===== src/hw/io_ports_consts.vh =====
// constants for the port b, c and e control block
`ifndef IO_PORTS_CONSTS_VH
`define IO_PORTS_CONSTS_VH

// register byte offsets
`define OFS_PORT_B_DATA     8'h00
`define OFS_PORT_B_MODE     8'h04
`define OFS_CONV_MODE       8'h08
`define OFS_PORT_C_LATCH    8'h0C
`define OFS_PORT_C_DIR      8'h10
`define OFS_PORT_E_LATCH    8'h14
`define OFS_PORT_E_DIR      8'h18
`define OFS_PORT_E_FSEL     8'h1C

// reset values
`define RST_BYTE            8'h00
`define RST_CHAN            4'h0
`define RST_FSEL            5'h00
`define PORT_WIDTH          8

// read-back fills
`define ALL_ONES            8'hFF
`define PORT_B_MODE_FIXED   8'hE8
`define PORT_E_FSEL_FIXED   8'hE0

// port b mode register fields
`define PBM_IRQ_LSB         0
`define PBM_IRQ_MSB         2
`define PBM_TEST_SW         4

// port e function-select fields
`define PEF_TIMER_CAP       4
`define PEF_FIRST_IRQ       3
`define PEF_COUNT_DIR       2
`define PEF_SECOND_IRQ      1
`define PEF_THIRD_IRQ       0
`define PEF_STORE_MSB       4

// port b pins that have interrupt selects
`define PB_IRQ_PIN_FIRST    0
`define PB_IRQ_PIN_SECOND   1
`define PB_IRQ_PIN_THIRD    2

// port e pins with alternate functions
`define PE_PIN_THIRD_IRQ    0
`define PE_PIN_SECOND_IRQ   3
`define PE_PIN_COUNT_DIR    6
`define PE_PIN_SHARED       7

// converter channel code of port b pin 0; pin n is this plus n
`define CHAN_BASE           4'h4
`define CHAN_MSB            3

// bus constants
`define HTRANS_NONSEQ_BIT   1
`define ADDR_MSB            7
`define ADDR_WORD_LSB       2
`define ZERO_WORD           32'h0000_0000
`define IRQ_IDLE            1'b1
`define INPUT_IDLE          1'b0

`endif


===== src/hw/io_ports_b_c_e_control.v =====
// port b, c and e pin-function logic with an ahb-lite register slave
//
// The placing of the registers and the AHB-Lite interface to the registers were chosen for this implementation.
`timescale 1ns/1ps
`include "io_ports_consts.vh"

module io_ports_b_c_e_control (
  input wire hclk,
  input wire hresetn,
  input wire hsel,
  input wire [31:0] haddr,
  input wire [1:0] htrans,
  input wire hwrite,
  input wire [2:0] hsize,
  input wire [31:0] hwdata,
  input wire hready,
  output wire hreadyout,
  output wire hresp,
  output reg [31:0] hrdata,
  input wire [7:0] port_b_pin,
  input wire [7:0] port_c_pin_in,
  output wire [7:0] port_c_pin_out,
  output wire [7:0] port_c_pin_oe,
  input wire [7:0] port_e_pin_in,
  output wire [7:0] port_e_pin_out,
  output wire [7:0] port_e_pin_oe,
  output wire [7:0] analog_channel_select,
  output wire first_external_interrupt,
  output wire second_external_interrupt,
  output wire third_external_interrupt,
  output wire timer_capture_input,
  output wire count_direction_input,
  output wire test_pin_switch
);

  // ----------------------------------------------------------------
  // functions
  // ----------------------------------------------------------------

  // channel code that selects port b pin n as analog input
  function analog_hit;
    input [3:0] chan;
    input [3:0] pin;
    begin
      analog_hit = (chan == (`CHAN_BASE + pin));
    end
  endfunction

  // mixed read: latch where direction set, pin level elsewhere
  function [7:0] mix_read;
    input [7:0] dir;
    input [7:0] latch;
    input [7:0] pin;
    begin
      mix_read = (dir & latch) | (~dir & pin);
    end
  endfunction

  // port b pins taken as analog inputs by a channel code
  function [7:0] analog_mask;
    input [3:0] chan;
    input [7:0] mode;
    integer n;
    begin
      analog_mask = `RST_BYTE;
      for (n = 0; n < `PORT_WIDTH; n = n + 1) begin
        analog_mask[n] = analog_hit(chan, n[3:0]);
      end
      analog_mask[`PB_IRQ_PIN_THIRD] =
        analog_mask[`PB_IRQ_PIN_THIRD] & ~mode[`PB_IRQ_PIN_THIRD];
      analog_mask[`PB_IRQ_PIN_SECOND] =
        analog_mask[`PB_IRQ_PIN_SECOND] & ~mode[`PB_IRQ_PIN_SECOND];
      analog_mask[`PB_IRQ_PIN_FIRST] =
        analog_mask[`PB_IRQ_PIN_FIRST] & ~mode[`PB_IRQ_PIN_FIRST];
    end
  endfunction

  // port e pins handed to an alternate function
  function [7:0] alt_mask;
    input [4:0] fsel;
    input [7:0] mode;
    begin
      alt_mask = `RST_BYTE;
      // pin e7 capture or first interrupt
      alt_mask[`PE_PIN_SHARED] = fsel[`PEF_TIMER_CAP] |
        (fsel[`PEF_FIRST_IRQ] & ~mode[`PB_IRQ_PIN_FIRST]);
      alt_mask[`PE_PIN_COUNT_DIR] = fsel[`PEF_COUNT_DIR];
      alt_mask[`PE_PIN_SECOND_IRQ] =
        fsel[`PEF_SECOND_IRQ] & ~mode[`PB_IRQ_PIN_SECOND];
      alt_mask[`PE_PIN_THIRD_IRQ] =
        fsel[`PEF_THIRD_IRQ] & ~mode[`PB_IRQ_PIN_THIRD];
    end
  endfunction

  // ----------------------------------------------------------------
  // pin synchronisers
  // ----------------------------------------------------------------

  reg [7:0] pb_meta_q;
  reg [7:0] pb_sync_q;
  reg [7:0] pc_meta_q;
  reg [7:0] pc_sync_q;
  reg [7:0] pe_meta_q;
  reg [7:0] pe_sync_q;

  always @(posedge hclk or negedge hresetn) begin
    if (!hresetn) begin
      pb_meta_q <= `RST_BYTE;
      pb_sync_q <= `RST_BYTE;
      pc_meta_q <= `RST_BYTE;
      pc_sync_q <= `RST_BYTE;
      pe_meta_q <= `RST_BYTE;
      pe_sync_q <= `RST_BYTE;
    end else begin
      pb_meta_q <= port_b_pin;
      pb_sync_q <= pb_meta_q;
      pc_meta_q <= port_c_pin_in;
      pc_sync_q <= pc_meta_q;
      pe_meta_q <= port_e_pin_in;
      pe_sync_q <= pe_meta_q;
    end
  end

  // ----------------------------------------------------------------
  // bus address phase capture
  // ----------------------------------------------------------------

  reg wr_pend_q;
  reg [`ADDR_MSB:0] wr_addr_q;
  wire addr_take;
  wire wr_take;
  wire rd_take;

  assign addr_take = hsel & hready & htrans[`HTRANS_NONSEQ_BIT];
  assign wr_take = addr_take & hwrite;
  assign rd_take = addr_take & ~hwrite;
  assign hreadyout = 1'b1;
  assign hresp = 1'b0;

  always @(posedge hclk or negedge hresetn) begin
    if (!hresetn) begin
      wr_pend_q <= 1'b0;
      wr_addr_q <= `RST_BYTE;
    end else begin
      wr_pend_q <= wr_take;
      wr_addr_q <= {haddr[`ADDR_MSB:`ADDR_WORD_LSB], 2'b00};
    end
  end

  // ----------------------------------------------------------------
  // registers
  // ----------------------------------------------------------------

  reg [7:0] pb_mode_q;
  reg [7:0] pb_mode_d;
  reg [3:0] chan_q;
  reg [3:0] chan_d;
  reg [7:0] pc_latch_q;
  reg [7:0] pc_latch_d;
  reg [7:0] pc_dir_q;
  reg [7:0] pc_dir_d;
  reg [7:0] pe_latch_q;
  reg [7:0] pe_latch_d;
  reg [7:0] pe_dir_q;
  reg [7:0] pe_dir_d;
  reg [4:0] pe_fsel_q;
  reg [4:0] pe_fsel_d;

  always @* begin
    pb_mode_d = pb_mode_q;
    chan_d = chan_q;
    pc_latch_d = pc_latch_q;
    pc_dir_d = pc_dir_q;
    pe_latch_d = pe_latch_q;
    pe_dir_d = pe_dir_q;
    pe_fsel_d = pe_fsel_q;
    if (wr_pend_q) begin
      case (wr_addr_q)
        `OFS_PORT_B_MODE: begin
          pb_mode_d = hwdata[7:0] & ~`PORT_B_MODE_FIXED;
        end
        `OFS_CONV_MODE: begin
          chan_d = hwdata[`CHAN_MSB:0];
        end
        `OFS_PORT_C_LATCH: begin
          pc_latch_d = hwdata[7:0];
        end
        `OFS_PORT_C_DIR: begin
          pc_dir_d = hwdata[7:0];
        end
        `OFS_PORT_E_LATCH: begin
          pe_latch_d = hwdata[7:0];
        end
        `OFS_PORT_E_DIR: begin
          pe_dir_d = hwdata[7:0];
        end
        `OFS_PORT_E_FSEL: begin
          pe_fsel_d = hwdata[`PEF_STORE_MSB:0];
        end
        default: begin
          pb_mode_d = pb_mode_q;
        end
      endcase
    end
  end

  always @(posedge hclk or negedge hresetn) begin
    if (!hresetn) begin
      pb_mode_q <= `RST_BYTE;
      chan_q <= `RST_CHAN;
      pc_latch_q <= `RST_BYTE;
      pc_dir_q <= `RST_BYTE;
      pe_latch_q <= `RST_BYTE;
      pe_dir_q <= `RST_BYTE;
      pe_fsel_q <= `RST_FSEL;
    end else begin
      pb_mode_q <= pb_mode_d;
      chan_q <= chan_d;
      pc_latch_q <= pc_latch_d;
      pc_dir_q <= pc_dir_d;
      pe_latch_q <= pe_latch_d;
      pe_dir_q <= pe_dir_d;
      pe_fsel_q <= pe_fsel_d;
    end
  end

  // ----------------------------------------------------------------
  // port b pin functions
  // ----------------------------------------------------------------

  reg [7:0] analog_sel;
  reg [7:0] pb_read;

  always @* begin
    analog_sel = analog_mask(chan_q, pb_mode_q);
    pb_read = pb_sync_q & ~analog_mask(chan_d, pb_mode_d);
  end

  assign analog_channel_select = analog_sel;
  assign test_pin_switch = pb_mode_q[`PBM_TEST_SW];

  // ----------------------------------------------------------------
  // port e pin functions
  // ----------------------------------------------------------------

  wire pb_irq_first;
  wire pb_irq_second;
  wire pb_irq_third;
  wire pe_irq_first;
  wire pe_irq_second;
  wire pe_irq_third;
  wire pe_cap;
  wire pe_ud;
  wire [7:0] pe_alt;

  assign pb_irq_first = pb_mode_q[`PB_IRQ_PIN_FIRST];
  assign pb_irq_second = pb_mode_q[`PB_IRQ_PIN_SECOND];
  assign pb_irq_third = pb_mode_q[`PB_IRQ_PIN_THIRD];
  // first interrupt on e7 unless port b owns it
  assign pe_irq_first = pe_fsel_q[`PEF_FIRST_IRQ] & ~pb_irq_first;
  assign pe_irq_second = pe_fsel_q[`PEF_SECOND_IRQ] & ~pb_irq_second;
  assign pe_irq_third = pe_fsel_q[`PEF_THIRD_IRQ] & ~pb_irq_third;
  assign pe_cap = pe_fsel_q[`PEF_TIMER_CAP] & ~pe_irq_first;
  assign pe_ud = pe_fsel_q[`PEF_COUNT_DIR];

  assign pe_alt = alt_mask(pe_fsel_q, pb_mode_q);

  assign port_c_pin_out = pc_latch_q;
  assign port_c_pin_oe = pc_dir_q;
  // port e drive only on general pins
  assign port_e_pin_out = pe_latch_q;
  assign port_e_pin_oe = pe_dir_q & ~pe_alt;

  assign timer_capture_input =
    pe_cap ? pe_sync_q[`PE_PIN_SHARED] : `INPUT_IDLE;
  assign count_direction_input =
    pe_ud ? pe_sync_q[`PE_PIN_COUNT_DIR] : `INPUT_IDLE;
  assign first_external_interrupt =
    pb_irq_first ? pb_sync_q[`PB_IRQ_PIN_FIRST] :
    pe_irq_first ? pe_sync_q[`PE_PIN_SHARED] : `IRQ_IDLE;
  assign second_external_interrupt =
    pb_irq_second ? pb_sync_q[`PB_IRQ_PIN_SECOND] :
    pe_irq_second ? pe_sync_q[`PE_PIN_SECOND_IRQ] : `IRQ_IDLE;
  assign third_external_interrupt =
    pb_irq_third ? pb_sync_q[`PB_IRQ_PIN_THIRD] :
    pe_irq_third ? pe_sync_q[`PE_PIN_THIRD_IRQ] : `IRQ_IDLE;

  // ----------------------------------------------------------------
  // read data
  // ----------------------------------------------------------------

  reg [7:0] rd_byte;

  always @* begin
    case ({haddr[`ADDR_MSB:`ADDR_WORD_LSB], 2'b00})
      `OFS_PORT_B_DATA: begin
        rd_byte = pb_read;
      end
      `OFS_PORT_B_MODE: begin
        rd_byte = pb_mode_d | `PORT_B_MODE_FIXED;
      end
      `OFS_CONV_MODE: begin
        rd_byte = {4'h0, chan_d};
      end
      `OFS_PORT_C_LATCH: begin
        rd_byte = mix_read(pc_dir_d, pc_latch_d, pc_sync_q);
      end
      `OFS_PORT_C_DIR: begin
        rd_byte = `ALL_ONES;
      end
      `OFS_PORT_E_LATCH: begin
        rd_byte = mix_read(pe_dir_d & ~alt_mask(pe_fsel_d, pb_mode_d),
          pe_latch_d, pe_sync_q);
      end
      `OFS_PORT_E_DIR: begin
        rd_byte = `ALL_ONES;
      end
      `OFS_PORT_E_FSEL: begin
        rd_byte = `PORT_E_FSEL_FIXED | {3'b000, pe_fsel_d};
      end
      default: begin
        rd_byte = `RST_BYTE;
      end
    endcase
  end

  always @(posedge hclk or negedge hresetn) begin
    if (!hresetn) begin
      hrdata <= `ZERO_WORD;
    end else if (rd_take) begin
      hrdata <= {24'h00_0000, rd_byte};
    end
  end

endmodule // io_ports_b_c_e_control


===== config.mk =====
export PLATFORM = sky130hd
export DESIGN_NAME = io_ports_b_c_e_control
export DESIGN_NICKNAME = d
export VERILOG_FILES = /design/src/hw/io_ports_b_c_e_control.v
export VERILOG_INCLUDE_DIRS = /design/src /design/src/hw
export SDC_FILE = /design/constraint.sdc
export NUM_CORES = 1
export LEC_CHECK = 0
export ABC_AREA = 1
export BUFFER_PORTS_ARGS = -buffer_cell sky130_fd_sc_hd__buf_2
export CORE_MARGIN = 5
export CORE_UTILIZATION = 32
export CTS_CLUSTER_DIAMETER = 120
export DETAILED_ROUTE_END_ITERATION = 8
export PLACE_DENSITY = 0.58
export SETUP_SLACK_MARGIN = 0.02
export SLEW_MARGIN = 0
export SYNTH_ARGS = -nofsm -noshare
export SYNTH_HDL_FRONTEND = slang
export SYNTH_SLANG_ARGS = --single-unit

===== constraint.sdc =====
create_clock -name hclk -period 2.3 [get_ports hclk]
set_input_delay 0.23 -clock hclk [delete_from_list [all_inputs] [get_ports hclk]]
set_output_delay 0.23 -clock hclk [all_outputs]
set_load 0.005 [all_outputs]

==> flow_summary.ini <==
[route]
vias_per_cell = 4.350
drt-initial-drc-count = 217
number_of_detailed_route_iterations_in_the_first_pass = 4
ant_nets = 0
dr_total_vias = 3911
wl_per_cell_um = 14.13
drc = 0
finalWirelength_um = 12700

[global_route]
grt_overflow = 0
grt_busiest_layer = met2
grt_pass1_vias = 3828
global_route.usage.total_pct = 14.60
grt_pass1_wl_um = 20030
grt_use_met3_pct = 4.947
grt_antenna_before_repair = 0
gr-usage-met1_pct = 19.80
globalRouteMet2Util_pct = 22.46
pin_count_of_the_biggest_net_entering_global_routing = 45

[final_layout]
antenna_cells_inserted = 0
num-fill-cells = 1560
layout.nets = 804
areaGrowthSynthToFinish_pct = 24.99
share_of_final_layout_standard_cells_stronger_than_drive_strength_1_pct = 22.08
stdcell_count = 899

[sta]
fin_skew_ns = 0.008326
layout_worst_path_cycle_share_pct = 90.95
final_critical_path_setup_slack_ns = 0.2081
setup_total_negative_slack_ns = 0
timing_hold_violations_final = 0
maximum_frequency_from_static_timing_analysis_mhz = 478.0
period_minus_slack_ns = 2.092
rsz0062_at_grt = false
report.final.slew_viol_count = 0
finalSetupViolCount = 0

[power]
cellPowerDensity_mw_per_mm2 = 667.6
sequential_group_share_of_total_power_pct = 50.0
p_comb_share_pct = 10.0
internal_power_mw = 3.100
netSwitchingPower_mw = 0.9853
leakagePower_nw = 3.403
switching_share_pct = 24.12
power.clock.fraction_pct = 40.0
fin_total_pwr_mw = 4.085
vdd.ir_drop.worst_mv = 0.4027

[place]
place_inst = 857
dpl_worst_slack_ns = 0.2591
hpwl_um = 9927
io_buffer_count = 97
globalplace.congestion = 0.9411

[floorplanning]
floorplan.initialDensity_pct = 32.45
number_of_i_o_pins = 178
coreArea_mm2 = 0.01509
dieArea_mm2 = 0.01787
die_h_um = 133.7
placement_rows = 45
die-width_um = 133.7

[synthesis]
yosys_register_bits = 108
yosys_warnings = 0
synth.largest_area_cell = sky130_fd_sc_hd__dfrtp_1
synthTopCellsByArea = sky130_fd_sc_hd__dfrtp_1 (55%), sky130_fd_sc_hd__nand2_1 (12%), sky130_fd_sc_hd__inv_1 (6.2%)
yosys.cell_types.count = 27
syn_area_mm2 = 0.004896
synthesis.instances = 569
post_synth.cell_area_avg_um2 = 8.604
yosys.area.top_type_share_pct = 55.20
synth.yosys.seq_area_share_pct = 55.20

[status]
run_status = finished, final reports clean

[cts]
clk-insertion-delay-late_ns = 0.36
ctsResizeCount = 0
cts_setup_buffers = 0
tritoncts.num_buffers = 9
clock_sink_count = 108
ctsHtreeMaxLevel = 3
clk_path_buf_depth = 2
clock_tree.root_cell = sky130_fd_sc_hd__clkbuf_16
cts_tree = yes
clkSlewWorstSetupHoldPaths_ns = 0.07

[worst_setup_path]
critical_path.startpoint_type = register
setup.worst_path.end_class = register
critPathRequiredTime_ns = 2.55
timing.critical_path.arrival_ns = 2.35
crit_path_max_fanout = 16
timing_worst_setup_path_type = register to register

[job]
timing.max_cap.violations = 0

[hold_path]
worstHoldPathType = input port to register
-- sequential cells by signal, indices dropped and copies added (netlist names) --
signal          flops
wr_addr_q           6
pb_sync_q           8
hrdata              8
port_c_pin_oe       8
wr_pend_q           1
chan_q              4
pc_sync_q           8
pe_sync_q           8
pe_meta_q           8
pb_meta_q           8
pe_dir_q            8
pc_meta_q           8
pe_fsel_q           5
pb_mode_q           4
port_c_pin_out      8
port_e_pin_out      8
-- layer usage --
metal	routed length [um]	part of all wire (%)
met1	5849	46
met2	5628	44
met3	1024	8.1
met4	195	1.5
met5	0	0
-- power by group through the flow --
stage          registers, mW  clock network [mW]  logic (mW)
5_1_grt                 2.06                1.76       0.468
3_5_place_dp            2.08                   0       0.378
2_1_floorplan           2.07                   0       0.214
3_3_place_gp            2.08                   0       0.377
6_report                2.04                1.63       0.408
4_1_cts                 2.04                1.68       0.413
-- stage by stage --
step / util (%) / cell area [um2] / hold slack, ns
6_report: 40.56 / 6120 / 0.01418
5_1_grt: 40.56 / 6120 / 0.00008277
4_1_cts: 40.49 / 6110 / 0.00006631
3_5_place_dp: 36.70 / 5538 / 0.1698
3_3_place_gp: 36.70 / 5538 / 0.1723
2_1_floorplan: - / 4986 / -0.06559
-- area by class of cell --
class | count | area (um2) | share of cell area, %
inverters | 84 | 315.3 | 5.152
clock inverters | 4 | 55.05 | 0.8996
well taps | 188 | 235.2 | 3.844
flip-flops and latches | 108 | 2703 | 44.16
clock buffers | 12 | 266.5 | 4.355
repair buffers | 138 | 873.3 | 14.27
multi-input cells | 365 | 1672 | 27.32
-- cell families after synthesis --
| kind of cell | after synthesis | share of synthesized area, % |
|---|---|---|
| simple gates | 299 | 27.04 |
| flops | 108 | 55.20 |
| other cells | 2 | 0.1534 |
| compound gates | 40 | 5.111 |
| buf+inv | 120 | 12.50 |
-- worst paths after layout --
kind / start / to / slack (ns) / cells past startpoint
hold / removal: haddr[7] / wr_addr_q[7] / 0.01 / 1
max in group asynchronous: hresetn / port_c_pin_oe[0] / 1.31 / 3
setup reg to reg: wr_pend_q / hrdata[2] / 0.21 / 12
hold reg to reg: pc_meta_q[7] / pc_sync_q[7] / 0.35 / 0
setup / recovery: wr_pend_q / hrdata[2] / 0.21 / 12
min in group asynchronous: hresetn / pb_meta_q[4] / 0.32 / 2
-- repair_timing --
action,in CTS,in global routing
hold buffers,25,1
endpoints found under the setup margin,0,0
endpoints found under the hold margin,49,1
-- critical path, cell delays in order (launching register included) --
cell	delay (ns)
sky130_fd_sc_hd__dfrtp_1	0.43
sky130_fd_sc_hd__nand2_2	0.09
sky130_fd_sc_hd__nor2_4	0.19
sky130_fd_sc_hd__buf_4	0.27
sky130_fd_sc_hd__nand2_2	0.11
sky130_fd_sc_hd__nand2_1	0.09
sky130_fd_sc_hd__nand2_1	0.11
sky130_fd_sc_hd__nor2_2	0.21
sky130_fd_sc_hd__nand3_1	0.10
sky130_fd_sc_hd__nand2_1	0.10
sky130_fd_sc_hd__nand3_1	0.13
sky130_fd_sc_hd__nand2_1	0.09
sky130_fd_sc_hd__nand2_1	0.05
-- cell usage in the layout (no fill, tap or decap), types with 4 or more instances in the layout --
| cell | n |
|---|---|
| sky130_fd_sc_hd__dlygate4sd3_1 | 26 |
| sky130_fd_sc_hd__o21ai_1 | 16 |
| sky130_fd_sc_hd__clkbuf_16 | 9 |
| sky130_fd_sc_hd__nand2_2 | 8 |
| sky130_fd_sc_hd__o21ai_2 | 8 |
| sky130_fd_sc_hd__dfrtp_1 | 108 |
| sky130_fd_sc_hd__conb_1 | 26 |
| sky130_fd_sc_hd__buf_2 | 96 |
| sky130_fd_sc_hd__o211ai_1 | 4 |
| sky130_fd_sc_hd__nand3b_1 | 7 |
| sky130_fd_sc_hd__nor2_4 | 5 |
| sky130_fd_sc_hd__nor3_1 | 6 |
| sky130_fd_sc_hd__nand3_1 | 51 |
| sky130_fd_sc_hd__inv_1 | 81 |
| sky130_fd_sc_hd__nand2_1 | 155 |
| sky130_fd_sc_hd__nor2_1 | 53 |
| sky130_fd_sc_hd__o21ai_0 | 5 |
| sky130_fd_sc_hd__buf_4 | 15 |
-- cells in the mapped netlist (all sizes together) --
| cell | number |
|---|---|
| a21boi | 3 |
| buf | 36 |
| and2 | 3 |
| nor4 | 3 |
| nand4 | 3 |
| a21oi | 3 |
| o21ai | 29 |
| nand3b | 7 |
| conb | 2 |
| nand2 | 163 |
| nor3 | 6 |
| nor2 | 61 |
| or2 | 1 |
| inv | 84 |
| nand3 | 52 |
| a22oi | 1 |
| dfrtp | 108 |
| o211ai | 4 |
(Power assumes the default switching activity.)
